==> src/dcsr_pkg.sv <==
// constants and types shared by the chained serial readout block
package dcsr_pkg;
    localparam int unsigned CHANNELS = 4;
    localparam int unsigned RAW_BITS = 21;
    localparam int unsigned WORD_BITS = 20;
    localparam int unsigned NARROW_BITS = 16;
    localparam int unsigned FRAME_BITS = 80;
    localparam int unsigned NARROW_FRAME_BITS = 64;
    localparam int unsigned NARROW_TAP = FRAME_BITS - NARROW_FRAME_BITS;
    localparam logic [WORD_BITS-1:0] CODE_OFFSET = 20'h01000;
    localparam logic [WORD_BITS-1:0] CODE_MAX = 20'hfffff;
    localparam int unsigned CLK_PERIOD_NS = 5;
    localparam int unsigned FIRST_BIT_LEAD_NS = 1750;
    localparam int unsigned LEAD_CYC = (FIRST_BIT_LEAD_NS + CLK_PERIOD_NS - 1) / CLK_PERIOD_NS;
    localparam int unsigned LEAD_W = 10;
    localparam logic [LEAD_W-1:0] LEAD_LAST = LEAD_W'(LEAD_CYC - 1);
    localparam int unsigned PIN_SCLK = 0;
    localparam int unsigned PIN_CHAIN = 1;
    localparam int unsigned PIN_MCLK = 2;
    localparam int unsigned PIN_WIDE = 3;
    localparam int unsigned PIN_COUNT = 4;
    localparam logic RESET_READY_N = 1'b1;

    typedef enum logic [2:0] {
        DCSR_IDLE = 3'b000,
        DCSR_LEAD = 3'b001,
        DCSR_WAIT_MCLK = 3'b010,
        DCSR_HOLD = 3'b011,
        DCSR_SHIFT = 3'b100
    } dcsr_state_e;
endpackage : dcsr_pkg

==> src/dcsr_result_buf.sv <==
// small result buffer between the converter core and the shift register
`timescale 1ns/10ps
`default_nettype none
module dcsr_result_buf #(
    parameter int unsigned WIDTH = 84,
    parameter int unsigned DEPTH = 2
) (
    input wire logic clk,
    input wire logic rst,
    input wire logic in_valid,
    input wire logic [WIDTH-1:0] in_data,
    output logic in_ready,
    output logic out_valid,
    output logic [WIDTH-1:0] out_data,
    input wire logic out_ready
);
    localparam int unsigned PW = (DEPTH > 1) ? $clog2(DEPTH) : 1;
    localparam int unsigned CW = $clog2(DEPTH + 1);
    localparam logic [PW-1:0] PTR_LAST = PW'(DEPTH - 1);
    localparam logic [CW-1:0] CNT_FULL = CW'(DEPTH);

    logic [WIDTH-1:0] mem_q [DEPTH];
    logic [PW-1:0] wr_q, wr_d, rd_q, rd_d;
    logic [CW-1:0] cnt_q, cnt_d;
    logic in_ready_q, in_ready_d, out_valid_q, out_valid_d;
    logic push, pop;

    // ready and valid are registered, so both depend only on the stored count
    always_comb begin
        push = in_valid && in_ready_q;
        pop = out_valid_q && out_ready;
        wr_d = push ? ((wr_q == PTR_LAST) ? '0 : wr_q + 1'b1) : wr_q;
        rd_d = pop ? ((rd_q == PTR_LAST) ? '0 : rd_q + 1'b1) : rd_q;
        cnt_d = cnt_q;
        if (push && !pop) begin
            cnt_d = cnt_q + 1'b1;
        end else if (pop && !push) begin
            cnt_d = cnt_q - 1'b1;
        end
        in_ready_d = (cnt_d != CNT_FULL);
        out_valid_d = (cnt_d != '0);
    end

    always_ff @(posedge clk or posedge rst) begin
        if (rst) begin
            wr_q <= '0;
            rd_q <= '0;
            cnt_q <= '0;
            in_ready_q <= 1'b0;
            out_valid_q <= 1'b0;
        end else begin
            wr_q <= wr_d;
            rd_q <= rd_d;
            cnt_q <= cnt_d;
            in_ready_q <= in_ready_d;
            out_valid_q <= out_valid_d;
        end
    end

    always_ff @(posedge clk) begin
        if (push) begin
            mem_q[wr_q] <= in_data;
        end
    end

    assign in_ready = in_ready_q;
    assign out_valid = out_valid_q;
    assign out_data = mem_q[rd_q];
endmodule : dcsr_result_buf
`default_nettype wire

==> src/dcsr_readout.sv <==
// chained serial result readout port of a four-channel integrating converter
`timescale 1ns/10ps
`default_nettype none
module dcsr_readout #(
    parameter int unsigned BUF_DEPTH = 2
) (
    input wire logic clk,
    input wire logic rst,
    input wire logic shift_clock,
    input wire logic chain_in,
    input wire logic master_clock,
    input wire logic wide_word_sel,
    input wire logic integrator_side_select_valid,
    input wire logic [dcsr_pkg::CHANNELS*dcsr_pkg::RAW_BITS-1:0] integrator_side_select_data,
    output logic integrator_side_select_ready,
    output logic serial_out,
    output logic result_ready_n
);
    localparam int unsigned BW = dcsr_pkg::CHANNELS * dcsr_pkg::RAW_BITS;
    localparam int unsigned FB = dcsr_pkg::FRAME_BITS;
    localparam int unsigned WB = dcsr_pkg::WORD_BITS;
    localparam int unsigned NB = dcsr_pkg::NARROW_BITS;
    localparam int unsigned RB = dcsr_pkg::RAW_BITS;

    // pin synchronisers: three stages, a change counts once stages two and three agree
    logic [dcsr_pkg::PIN_COUNT-1:0] pins, s1_q, s2_q, s3_q, f_q, f_d;
    assign pins = {wide_word_sel, master_clock, chain_in, shift_clock};

    genvar gi;
    generate
        for (gi = 0; gi < dcsr_pkg::PIN_COUNT; gi++) begin : g_filt
            assign f_d[gi] = (s2_q[gi] == s3_q[gi]) ? s2_q[gi] : f_q[gi];
        end
    endgenerate

    always_ff @(posedge clk or posedge rst) begin
        if (rst) begin
            s1_q <= '0;
            s2_q <= '0;
            s3_q <= '0;
            f_q <= '0;
        end else begin
            s1_q <= pins;
            s2_q <= s1_q;
            s3_q <= s2_q;
            f_q <= f_d;
        end
    end

    logic shift_fall, mclk_fall, chain_bit;
    assign shift_fall = f_q[dcsr_pkg::PIN_SCLK] && !f_d[dcsr_pkg::PIN_SCLK];
    assign mclk_fall = f_q[dcsr_pkg::PIN_MCLK] && !f_d[dcsr_pkg::PIN_MCLK];
    assign chain_bit = f_d[dcsr_pkg::PIN_CHAIN];

    // results wait here while the host is still busy, stalling the core
    logic buf_valid, load;
    logic [BW-1:0] buf_data;

    dcsr_result_buf #(
        .WIDTH(BW),
        .DEPTH(BUF_DEPTH)
    ) u_buf (
        .clk(clk),
        .rst(rst),
        .in_valid(integrator_side_select_valid),
        .in_data(integrator_side_select_data),
        .in_ready(integrator_side_select_ready),
        .out_valid(buf_valid),
        .out_data(buf_data),
        .out_ready(load)
    );

    // per-channel coding into offset binary, packed channel 0 first
    logic [WB-1:0] code [dcsr_pkg::CHANNELS];
    logic [FB-1:0] frame_wide, frame_narrow;

    generate
        for (gi = 0; gi < dcsr_pkg::CHANNELS; gi++) begin : g_code
            logic [RB:0] sum;
            assign sum = {buf_data[gi*RB+RB-1], buf_data[gi*RB +: RB]}
                + (RB+1)'(dcsr_pkg::CODE_OFFSET);
            assign code[gi] = sum[RB] ? '0 : (sum[WB] ? dcsr_pkg::CODE_MAX : sum[WB-1:0]);
            assign frame_wide[FB-1-gi*WB -: WB] = code[gi];
            assign frame_narrow[FB-1-gi*NB -: NB] = code[gi][WB-1 -: NB];
        end
    endgenerate
    assign frame_narrow[dcsr_pkg::NARROW_TAP-1:0] = '0;

    dcsr_pkg::dcsr_state_e state_q, state_d;
    logic [FB-1:0] sh_q, sh_d;
    logic wide_q, wide_d;
    logic [dcsr_pkg::LEAD_W-1:0] cnt_q, cnt_d;
    logic ready_n_q, ready_n_d;
    logic sout_q, sout_d;

    // a newer result may replace one under readout; the host must be done by then
    assign load = buf_valid && (state_q == dcsr_pkg::DCSR_IDLE || state_q == dcsr_pkg::DCSR_SHIFT);

    always_comb begin
        state_d = state_q;
        sh_d = sh_q;
        wide_d = wide_q;
        cnt_d = cnt_q;
        ready_n_d = ready_n_q;
        if (load) begin
            sh_d = f_q[dcsr_pkg::PIN_WIDE] ? frame_wide : frame_narrow;
            wide_d = f_q[dcsr_pkg::PIN_WIDE];
            cnt_d = '0;
            state_d = dcsr_pkg::DCSR_LEAD;
        end else if (shift_fall) begin
            sh_d = {sh_q[FB-2:0], chain_bit};
            if (!wide_q) begin
                sh_d[dcsr_pkg::NARROW_TAP] = chain_bit;
            end
        end
        case (state_q)
            dcsr_pkg::DCSR_IDLE: begin
            end
            dcsr_pkg::DCSR_LEAD: begin
                if (!load) begin
                    cnt_d = cnt_q + 1'b1;
                    if (cnt_q == dcsr_pkg::LEAD_LAST) begin
                        state_d = dcsr_pkg::DCSR_WAIT_MCLK;
                    end
                end
            end
            dcsr_pkg::DCSR_WAIT_MCLK: begin
                if (mclk_fall) begin
                    ready_n_d = 1'b0;
                    state_d = dcsr_pkg::DCSR_HOLD;
                end
            end
            dcsr_pkg::DCSR_HOLD: begin
                if (shift_fall) begin
                    ready_n_d = 1'b1;
                    state_d = dcsr_pkg::DCSR_SHIFT;
                end
            end
            dcsr_pkg::DCSR_SHIFT: begin
            end
            default: begin
                state_d = dcsr_pkg::DCSR_IDLE;
                ready_n_d = dcsr_pkg::RESET_READY_N;
            end
        endcase
        sout_d = sh_d[FB-1];
    end

    always_ff @(posedge clk or posedge rst) begin
        if (rst) begin
            state_q <= dcsr_pkg::DCSR_IDLE;
            sh_q <= '0;
            wide_q <= 1'b1;
            cnt_q <= '0;
            ready_n_q <= dcsr_pkg::RESET_READY_N;
            sout_q <= 1'b0;
        end else begin
            state_q <= state_d;
            sh_q <= sh_d;
            wide_q <= wide_d;
            cnt_q <= cnt_d;
            ready_n_q <= ready_n_d;
            sout_q <= sout_d;
        end
    end

    assign serial_out = sout_q;
    assign result_ready_n = ready_n_q;

    // helper for checks: cycles since the last load, saturating
    logic [dcsr_pkg::LEAD_W-1:0] since_q;
    always_ff @(posedge clk or posedge rst) begin
        if (rst) begin
            since_q <= '0;
        end else if (load) begin
            since_q <= '0;
        end else if (since_q != '1) begin
            since_q <= since_q + 1'b1;
        end
    end

    ready_mclk_a: assert property (
        @(posedge clk) disable iff (rst) $fell(ready_n_q) |-> $past(mclk_fall))
        else $error("ready fell without a master clock fall");
    lead_time_a: assert property (
        @(posedge clk) disable iff (rst)
        $fell(ready_n_q) |-> (since_q >= dcsr_pkg::LEAD_W'(dcsr_pkg::LEAD_CYC)))
        else $error("ready fell before the first bit lead time");
    ready_release_a: assert property (
        @(posedge clk) disable iff (rst)
        $rose(ready_n_q) |-> $past(shift_fall) && $past(state_q) == dcsr_pkg::DCSR_HOLD)
        else $error("ready rose without a shift clock fall");
    next_bit_a: assert property (
        @(posedge clk) disable iff (rst)
        shift_fall && !load |=> serial_out == $past(sh_q[FB-2]))
        else $error("serial output did not advance on shift fall");
    chain_capture_a: assert property (
        @(posedge clk) disable iff (rst)
        shift_fall && !load |=> sh_q[0] == $past(chain_bit))
        else $error("chain input not captured on shift fall");
    narrow_tap_a: assert property (
        @(posedge clk) disable iff (rst)
        shift_fall && !load && !wide_q |=> sh_q[dcsr_pkg::NARROW_TAP] == $past(chain_bit))
        else $error("narrow frame does not take chain bit at the tap");
    hold_still_a: assert property (
        @(posedge clk) disable iff (rst) !shift_fall && !load |=> $stable(sh_q))
        else $error("shift register moved without a shift edge");
    zero_code_a: assert property (
        @(posedge clk) disable iff (rst)
        load && f_q[dcsr_pkg::PIN_WIDE] && buf_data[RB-1:0] == '0
        |=> sh_q[FB-1 -: WB] == dcsr_pkg::CODE_OFFSET)
        else $error("zero input not coded at the offset");
    load_ready_a: assert property (
        @(posedge clk) disable iff (rst)
        load |=> ready_n_q [*8])
        else $error("ready low right after a load");

    ready_cycle_c: cover property (@(posedge clk) disable iff (rst)
        $fell(ready_n_q) ##[1:1000] $rose(ready_n_q));
    narrow_load_c: cover property (@(posedge clk) disable iff (rst)
        load && !f_q[dcsr_pkg::PIN_WIDE]);
    buf_full_c: cover property (@(posedge clk) disable iff (rst) integrator_side_select_valid && !integrator_side_select_ready);
endmodule : dcsr_readout
`default_nettype wire

==> config.mk <==
export PLATFORM = sky130hd
export DESIGN_NAME = dcsr_readout
export DESIGN_NICKNAME = d
export VERILOG_FILES = /design/src/dcsr_pkg.sv /design/src/dcsr_result_buf.sv /design/src/dcsr_readout.sv
export SDC_FILE = /design/constraint.sdc
export NUM_CORES = 1
export LEC_CHECK = 0
export BUFFER_PORTS_ARGS = -buffer_cell sky130_fd_sc_hd__buf_2
export CORE_MARGIN = 5
export CORE_UTILIZATION = 54
export DETAILED_ROUTE_END_ITERATION = 7
export PLACE_DENSITY = 0.76
export SETUP_SLACK_MARGIN = 0.4
export SYNTH_ARGS = -nofsm -noshare
export SYNTH_HDL_FRONTEND = slang
export SYNTH_SLANG_ARGS = --single-unit
==> constraint.sdc <==
create_clock -name clk -period 4.69 [get_ports clk]
set_input_delay 0.938 -clock clk [delete_from_list [all_inputs] [get_ports clk]]
set_output_delay 0.938 -clock clk [all_outputs]
set_load 0.03 [all_outputs]
; Yosys cells after proc, flatten, opt, wreduce, memory -nomap -nowiden
; Memory sizes are Yosys's and may differ from the RTL's.
; Cells that the tools add are included.
[classes]
bitwise_logic = 1
mux = 33
n_reduce_logical = 18
add_sub_neg = 9
eq_ne = 12
[op_table]
columns = cell, n
row1 = two-way mux 20 bit, 8
row2 = two-way mux 80 bit, 2
row3 = adder 21 x 14 -> 22 bit (second input constant), 4
row4 = two-way mux 64 bit, 1
row5 = two-way mux 10 bit, 3
row6 = two-way mux 3 bit, 5
row7 = one-hot mux 3 bit (4 select lines), 1
row8 = adder 10 x 1 -> 10 bit (second input constant), 1
row9 = == test 10 x 9 -> 1 bit (second input constant), 1
row10 = two-way mux 1 bit, 10
row11 = logical AND 1 bit, 7
row12 = == test 3 x 2 -> 1 bit (second input constant), 2
row13 = inequality test 2 bit (second input constant), 3
row14 = == test 1 bit, 4
row15 = logical NOT 1 bit, 4
row16 = two-way mux 2 bit, 2
row17 = nonzero test 2 bit, 2
row18 = == test 3 x 1 -> 1 bit (second input constant), 1
row19 = == test 3 bit (second input constant), 1
row20 = logical NOT 3 bit, 1
row21 = one-hot mux 1 bit (3 select lines), 1
row22 = AND reduction 3 bit, 1
row23 = OR reduction 3 bit, 1
row24 = adder 1 bit (second input constant), 2
row25 = other kinds (5), 5
[totals]
ram_bits = 168
memories = 1
regBits = 117
[memory_table]
columns = memory, words, width, rd, rd_ports_with_merged_regs, wr, line
row1 = u_buf.mem_q, 2, 84, 1, 0, 1, dcsr_result_buf.sv:22  ; logic [WIDTH-1:0] mem_q [DEPTH];

; Logic depth before layout (Yosys ltp)
; Gate-level depths: netlist of run 1.
[depth]
depth_word = 8
mapped_depth = 15
mapped_depth_nobuf = 9

; Hierarchy
; A second synthesis of run 1 with hierarchy kept.
[hier_totals]
hier_cells = 1125
hier_area_um2 = 13534.2
[by_module_without_submodules]
columns = mod, instances, area_per_inst_um2, seq_area_each_um2, cells_each
row1 = dcsr_readout, 1, 7109.3, 2780.2, 833
row2 = dcsr_result_buf, 1, 6424.9, 5195.0, 292

; Worst setup path after synthesis of run 1
; No wires, ideal clock.
[synth_timing]
path_kind = input to register
start = input port integrator_side_select_valid
end = memory u_buf.mem_q[0][0] (enable)
setup_ns = 0.527
path_slack_ns = -0.419
cell_stages = 2
t_arrival_ns = 4.582
cell_sequence = nand2_1 nor2_1
[synth_between]
elab_chain_cells = 3
[synth_rtl]
columns = item, line
row1 = from (decl), dcsr_readout.sv:13  ; input wire logic integrator_side_select_valid,
row2 = logical AND 1 bit, dcsr_result_buf.sv:30  ; push = in_valid && in_ready_q;
row3 = two-way mux 1 bit, dcsr_result_buf.sv:61  ; if (push) begin
row4 = two-way mux 1 bit (implied by the code), dcsr_result_buf.sv:62  ; mem_q[wr_q] <= in_data;
row5 = to (decl), dcsr_result_buf.sv:22
; No other way between the ends.

; Worst setup path after layout of run 1
[layout_timing]
start = register u_buf.rd_q
end = register sh_q[74]
[layout_between]
elab_chain_cells = 5
[layout_rtl]
columns = item, line
row1 = from (decl), dcsr_result_buf.sv:23  ; logic [PW-1:0] wr_q, wr_d, rd_q, rd_d;
row2 = from (signal assigned), dcsr_result_buf.sv:53  ; rd_q <= rd_d;
row3 = memory read (2 x 84 bit) *, n/a
row4 = adder 21 x 14 -> 22 bit *, dcsr_readout.sv:81  ; + (RB+1)'(dcsr_pkg::CODE_OFFSET);
row5 = two-way mux 20 bit, dcsr_readout.sv:82  ; assign code[gi] = sum[RB] ? '0 : (sum[WB] ? dcsr_pkg::CODE_MAX : sum[WB-1:0]);
row6 = two-way mux 20 bit *, dcsr_readout.sv:82
row7 = two-way mux 80 bit *, dcsr_readout.sv:105  ; if (load) begin
row8 = to (signal assigned), dcsr_readout.sv:152  ; sh_q <= '0;
row9 = to (signal assigned), dcsr_readout.sv:159  ; sh_q <= sh_d;
row10 = to (decl), dcsr_readout.sv:90  ; logic [FB-1:0] sh_q, sh_d;
; Mark *: on every way between the ends. The rest lies on a longest branch, timed or not.
; A chain may end at the register's enable or synchronous reset.

==> reports/qor.yml, run 1 <==
status: "finished, final reports clean"
grt_start_max_net_pins: 72
drv_cap: 0
cts_resized: 0
gp_congestion: 0.8806
ys_seq_area_frac: 0.6207
fin_skew_ps: 9.627
finalSetupViolCount: 0
path_clk_slew_ps: 60
ys_seq_elements: 285
synth.distinct_cells: 78
highest_layer: "met4"
track_usage: 0.2093
synth_area_sq_um: 12850
reg2reg_slack_ps: 1020
path_class: "flip-flop to flip-flop"
die_area_sq_um: 26980
drive_above_1_share: 0.1988
wl_per_cell_um: 19.19
critPathArrivalTime_ps: 4140
cp_max_fo: 54
critical_path.max_stage_delay_ps: 880
drt_iter0_drc: 746
max_slew_margin: 0.1533
rsz0062_at_grt: "no"
overflow: 0
yosys_warnings: 0
wl_met3_um: 2024
ant_nets: 0
totalWireLength_um: 27950
met1_length_um: 12670
fin_cells: 1456
port_buffers: 93
hold_viol: 0
yosys.area.top_type: "edfxtp_1"
synthFlopType: "edfxtp_1"
first_pass_iters: 5
post-route-period-util: 0.7832
area_delta_synth_final_pct: 12.75
critPathSlowestCell: "dfrtp_4"
grt_pass1_vias: 8496
min_path_cells: 0
core_area_sq_um: 23470
h-tree-depth: 1
antenna_found_initial: 0
crit_path_start_kind: "flip-flop"
diodes: 0
postCtsHoldBufs: 0
worst_path_most_repeated_cell: "a21oi_1"
route.met2.wl_um: 12450
worst-path-buf-inv: 1
syn_avg_cell_area_sq_um: 12.47
die_w_um: 164.3
power.leakage_nw: 5.829
dp_hpwl_um: 18680
cts.sinks: 285
post-route-drc-count: 0
clk_latency_ps: 550
clockBufferDepth: 3
root_buffer: "clkbuf_16"
rows: 56
cp_num_cells: 9
crit_family: "flip-flops"
mostFrequentLayoutCells: "edfxtp_1 (168), dfrtp_1 (114), nand2_1 (101)"
tightest_slew_ps: 1270
vias: 8586
layout_min_cycle_time_ps: 3673
ir_drop_v: 0.0003411
vias_per_cell: 5.897
fin_nets: 1212
synth_cells: 1030
syn_nets: 1127
r2r_cells: 9
io_pins: 94
async_flop_share: 0.4105
required_ps: 5160
cp_cell_sequence: "buf_4, mux2_2, ha_1, nand4b_1, a21oi_1, nand3_1, xor2_2, o21ai_0, a21oi_1"
start_util: 0.5474
synth_top_cell_area_share: 0.3926
power.density_nw_per_um2: 481.8
cts_tree: "built"
end_kind: "flip-flop"
hp-class: "flip-flop to flip-flop"
nFillCells: 1811
grt_pass1_wl_um: 45060
synth_area_leaders: "edfxtp_1 (39%), dfrtp_1 (22%), mux2i_1 (4.9%), mux2_2 (3.7%), a21oi_1 (3.6%)"
max_freq_ghz: 0.2722
cts_setup_buffers: 0
placedCellCount: 1403
synth-edff-count: 168
cts_buffers: 29
final_common_cell: "edfxtp_1"
final_core_util: 0.6172
finalSetupTns_ps: 0
die_y_um: 164.3
drv_slew: 0
==> synthesized netlist by cell type, drive strengths merged (2+ instances only) <==
cell / count
a211o: 3
a211oi: 11
a21o: 9
a21oi: 96
a221o: 2
a221oi: 2
a22o: 3
a22oi: 3
a2bb2oi: 2
a31o: 3
and2: 3
and3: 8
buf: 22
clkbuf: 30
dfrtp: 115
dfstp: 2
edfxtp: 168
ha: 6
inv: 9
maj3: 4
mux2: 42
mux2i: 68
nand2: 102
nand2b: 2
nand3: 17
nand3b: 5
nand4: 18
nand4b: 11
nor2: 67
nor2b: 6
nor3: 3
nor4b: 2
o211ai: 12
o21ai: 85
o221ai: 11
o22ai: 8
o32a: 2
or3: 11
xnor2: 21
xor2: 16
==> registers in the layout, indices dropped and copies added, names as in the netlist <==
signal	flops
state_q	3
u_buf.cnt_q	2
u_buf.wr_q	1
s2_q	4
u_buf.in_ready	1
s3_q	4
cnt_q	10
result_ready_n	1
s1_q	4
u_buf.out_valid	1
f_q	4
u_buf.mem_q	168
sh_q	80
wide_q	1
u_buf.rd_q	1
==> report_power, final <==
part	leakage, nW	internal (W)	switching [W]
Combinational	2.43	0.000451	0.000721
Sequential	2.96	0.00331	0.000285
Clock	0.437	0.00128	0.000930
Total	5.83	0.00504	0.00194
==> cell families (layout without fill, tap and decap cells) <==
family          after synthesis  count (layout)  synth area share
compound gates              265             265            0.1252
fa+ha+maj                    10              10          0.008959
xor+xnor                     37              37           0.02756
flops                       285             285            0.6207
buf+inv                      62             169           0.02327
mux                         110             110           0.09261
simple gates                261             261            0.1017
==> stage by stage <==
stage               area, sq um  total power, W  worst slack (ps)  hold WS (ps)
floorplan                 12850        0.004411             654.5         331.2
global placement          13570        0.004746              1245         334.4
detailed placement        13570        0.004801              1081         334.7
CTS                       14490        0.007025              1059         349.5
global route              14490        0.007339             782.3         363.9
finish                    14490        0.006980              1017         347.9
==> final timing paths <==
check / from / to
max: u_buf.rd_q / sh_q[74]
min: s1_q[0] / s2_q[0]
max reg2reg: u_buf.rd_q / sh_q[74]
min reg2reg: s1_q[0] / s2_q[0]
max in group asynchronous: rst / sh_q[7]
min in group asynchronous: rst / s3_q[1]
==> final cells by class <==
cell class	count	area [sq um]	area share
Clock inverter	14	131.4	0.009069
Multi-Input combinational cell	683	4591	0.3169
Timing Repair Buffer	106	563.0	0.03887
Inverter	10	40.04	0.002764
Clock buffer	39	783.3	0.05407
Sequential cell	285	7979	0.5508
Tap cell	319	399.1	0.02755
==> worst reg2reg max path, stage by stage (launching register included) <==
cell and delay [ps]:
dfrtp_4 880, buf_4 500, mux2_2 250, ha_1 220, nand4b_1 160, a21oi_1 320
nand3_1 180, xor2_2 650, o21ai_0 240, a21oi_1 190
==> per-layer routing <==
metal,up-vias,global-route usage
li1,4027,-
met1,4199,0.3094
met2,309,0.3153
met3,51,0.03864
met4,0,0.06900
met5,-,0
No activity file was read; power rests on OpenSTA's default activity.
==> inputs of run 2 (changes only) <==
--- a/config.mk
+++ b/config.mk
@@ -5,11 +5,12 @@
 export SDC_FILE = /design/constraint.sdc
 export NUM_CORES = 1
 export LEC_CHECK = 0
+export ABC_AREA = 1
 export BUFFER_PORTS_ARGS = -buffer_cell sky130_fd_sc_hd__buf_2
 export CORE_MARGIN = 5
-export CORE_UTILIZATION = 54
+export CORE_UTILIZATION = 60
 export DETAILED_ROUTE_END_ITERATION = 7
-export PLACE_DENSITY = 0.76
+export PLACE_DENSITY = 0.79
 export SETUP_SLACK_MARGIN = 0.4
 export SYNTH_ARGS = -nofsm -noshare
 export SYNTH_HDL_FRONTEND = slang
==> constraint.sdc (replaced) <==
create_clock -name clk -period 3.5 [get_ports clk]
set_input_delay 0.7 -clock clk [delete_from_list [all_inputs] [get_ports clk]]
set_output_delay 0.7 -clock clk [all_outputs]
set_load 0.03 [all_outputs]
==> reports/qor.yml, run 2 <==
status: "finished, final reports clean"
end_kind: "flip-flop"
cts.sinks: 285  # unchanged
overflow: 0  # unchanged
syn_avg_cell_area_sq_um: 9.807  # -21%
synthFlopType: "edfxtp_1"
drt_iter0_drc: 782  # +4.8%
critical_path.max_stage_delay_ps: 490  # -390 ps
syn_nets: 1440  # +28%
groute.layer.met1.usage: 0.3457  # +0.03634
cts_resized: 0  # unchanged
cts_buffers: 28  # -3.4%
synth-edff-count: 168  # unchanged
synth_top_family_by_area: "simple AND/OR/NAND/NOR gates"
totalWireLength_um: 29480  # +5.5%
synth.distinct_cells: 49  # -37%
use_met3: 0.04155  # +0.002908
vias: 9678  # +13%
port_buffers: 93  # unchanged
p_comb_frac: 0.197  # +0.029
final_core_util: 0.6805  # +0.06329
synth_area_sq_um: 13170  # +2.5%
drv_slew: 0  # unchanged
grt_pass1_wl_um: 47590  # +5.6%
critPathSlowestCell: "dfrtp_4"
final_area_sq_um: 14760  # +1.9%
synth-adder-area-share: 0.007980  # -0.0009788
path_clk_slew_ps: 60  # about the same
fin_skew_ps: 27.03  # +17.40 ps
power.leakage_nw: 6.478  # +11%
post-route-drc-count: 0  # unchanged
regMostFlops: "u_buf.mem_q"
cp_max_fo: 34  # -37%
area_delta_synth_final_pct: 12.06
finalSetupViolCount: 0  # unchanged
critPathArrivalTime_ps: 3260  # -880 ps
finalSetupTns_ps: 0  # unchanged
use_met2: 0.3756  # +0.06027
drv_cap: 0  # unchanged
io_pins: 94  # unchanged
cts_tree: "built"
wl_per_cell_um: 16.99  # -11%
postCtsHoldBufs: 0  # unchanged
synth_cells: 1343  # +30%
dp_hpwl_um: 19760  # +5.8%
synth-compound-area-share: 0.07154  # -0.05369
synth_top_cell_area_share: 0.3831  # -0.009587
post-route-period-util: 0.8074  # +0.02422
antenna_found_initial: 0  # unchanged
grt.busiest_layer: "met2"
multi_input_area_sq_um: 4603  # +0.27%
path_class: "flip-flop to flip-flop"
start_util: 0.6072  # +0.05986
h-tree-depth: 1  # unchanged
diodes: 0  # unchanged
clockBufferDepth: 3  # unchanged
vias_per_cell: 5.578  # -5.4%
cp_cell_sequence: "inv_2, buf_12, nand2_1, nand2_2, ha_1, nand2_2, nor2_4, nand3_2, nand2_1, buf_4, nand2_2, nand2_1, nand3_1, nand2_1, nand2_1"
yosys.area.top_type: "edfxtp_1"
power.density_nw_per_um2: 648.8  # +35%
power_frac_seq: 0.497  # -0.018
final_common_cell: "nand2_1"
tightest_slew_ps: 763.7  # -506.3 ps
grt_start_max_net_pins: 84  # +17%
fin_nets: 1530  # +26%
p_int_w: 0.006750  # +34%
first_pass_iters: 5  # unchanged
largest_reg_flops: 168  # unchanged
worst_path_most_repeated_cell: "nand2_1"
die_area_sq_um: 25010  # -7.3%
core_area_sq_um: 21690  # -7.6%
max_slew_margin: 0.4909  # +0.3376
max_freq_ghz: 0.3539  # +30%
layout_min_cycle_time_ps: 2826  # -847.3 ps
grt_pass1_vias: 9515  # +12%
synth_common_cells: "nand2_1 (449), edfxtp_1 (168), dfrtp_1 (115)"
mostFrequentLayoutCells: "nand2_1 (447), edfxtp_1 (168), dfrtp_1 (114)"
synth_area_leaders: "edfxtp_1 (38%), dfrtp_1 (22%), nand2_1 (13%), nand3_1 (3.2%), nor2_1 (3.0%)"
synth-xor-area-share: 0.01064  # -0.01692
dp_worst_setup_slack_ps: 729.0  # -352.1 ps
root_buffer: "clkbuf_16"
setup_slack_ps: 674.0  # -342.7 ps
power.switching_w: 0.002825  # +46%
yosys_warnings: 0  # unchanged
required_ps: 3930  # -1230 ps
reg_top3: "u_buf.mem_q x168, sh_q x80, cnt_q x10"
rsz0062_at_grt: "no"
gp_congestion: 0.9279  # +5.4%
yosysMostFrequentCell: "nand2_1"
ant_nets: 0  # unchanged
cts_setup_buffers: 0  # unchanged
track_usage: 0.2392  # +0.02993
pwr-share-clk: 0.306  # -0.011
rows: 54  # -3.6%
clk_latency_ps: 560  # about the same
hold_viol: 0  # unchanged
async_flop_share: 0.4105  # unchanged
crit_path_start_kind: "flip-flop"
postPlaceCellArea_sq_um: 13860  # +2.1%
ir_drop_v: 0.0005346  # +57%
muxShareOfSynthArea: 0.01596  # -0.07665
ys_seq_elements: 285  # unchanged
synth-simple-area-share: 0.2419  # +0.1402
hp-class: "input port to asynchronous set/reset pin"
die_y_um: 158.2  # -3.7%
drive_above_1_share: 0.1863  # -0.01251
p_sw_frac: 0.2950  # +0.01766
nFillCells: 1664  # -8.1%
ys_seq_area_frac: 0.6055  # -0.01515
ff_latch_area_sq_um: 7979  # unchanged
die_w_um: 158.2  # -3.7%
## run 2: worst max-delay path, delay by kind of cell (launching register included)
family	cells	cell delay [ps]
fa+ha+maj	1	180
buf+inv	3	840
flops	1	490
simple gates	11	1120
## run 2: per-layer routing
metal | wire [um] | vias to the layer above
li1 | - | 4639
met1 | 12880 | 4620
met4 | 852 | 0
met2 | 13560 | 353
met3 | 2189 | 66
met5 | 0 | -
## run 2: metrics by stage
| step | hold slack [ps] | cells | total power [W] |
|---|---|---|---|
| after floorplan | 331.2 | 1343 | 0.006123 |
| after global placement | 337.3 | 1683 | 0.006599 |
| after detailed placement | 341.8 | 1683 | 0.006674 |
| after CTS | 249.3 | 1735 | 0.009605 |
| after global routing | 252.7 | 1735 | 0.01005 |
| final | 251.4 | 1735 | 0.009575 |
## run 2: final timing paths
path	from	endpoint	slack [ps]	depth (start not counted)
setup / recovery	u_buf.rd_q	sh_q[20]	670	15
hold / removal	rst	sh_q[52]	250	2
max in group asynchronous	rst	result_ready_n	2370	3
min in group clk	shift_clock	s1_q[0]	270	1
hold reg to reg	s1_q[1]	s2_q[1]	350	0
setup reg to reg	u_buf.rd_q	sh_q[20]	670	15
## run 2: layout make-up
class,count,area share
clock buffer,36,0.05155
clock inverter,16,0.009326
inverter,70,0.01806
multi-input combinational,934,0.3119
sequential,285,0.5407
tap,280,0.02374
timing repair buffer,114,0.04476
## run 2: logic make-up (layout without fill, tap and decap cells)
family / after synthesis / after routing
AND/OR/NAND/NOR: 730 / 730
flip-flops: 285 / 285
AO/OA/AOI/OAI: 158 / 158
buffers and inverters: 124 / 236
multiplexers: 21 / 21
XOR/XNOR: 16 / 16
adder cells (fa/ha/maj): 9 / 9
## run 2: power by group through the flow
stage / clock (W) / combinational, W / sequential [W]
floorplan: 0 / 0.00135 / 0.00477
global placement: 0 / 0.00182 / 0.00478
detailed placement: 0 / 0.00187 / 0.00480
CTS: 0.00297 / 0.00188 / 0.00475
global route: 0.00311 / 0.00212 / 0.00482
finish: 0.00293 / 0.00189 / 0.00476
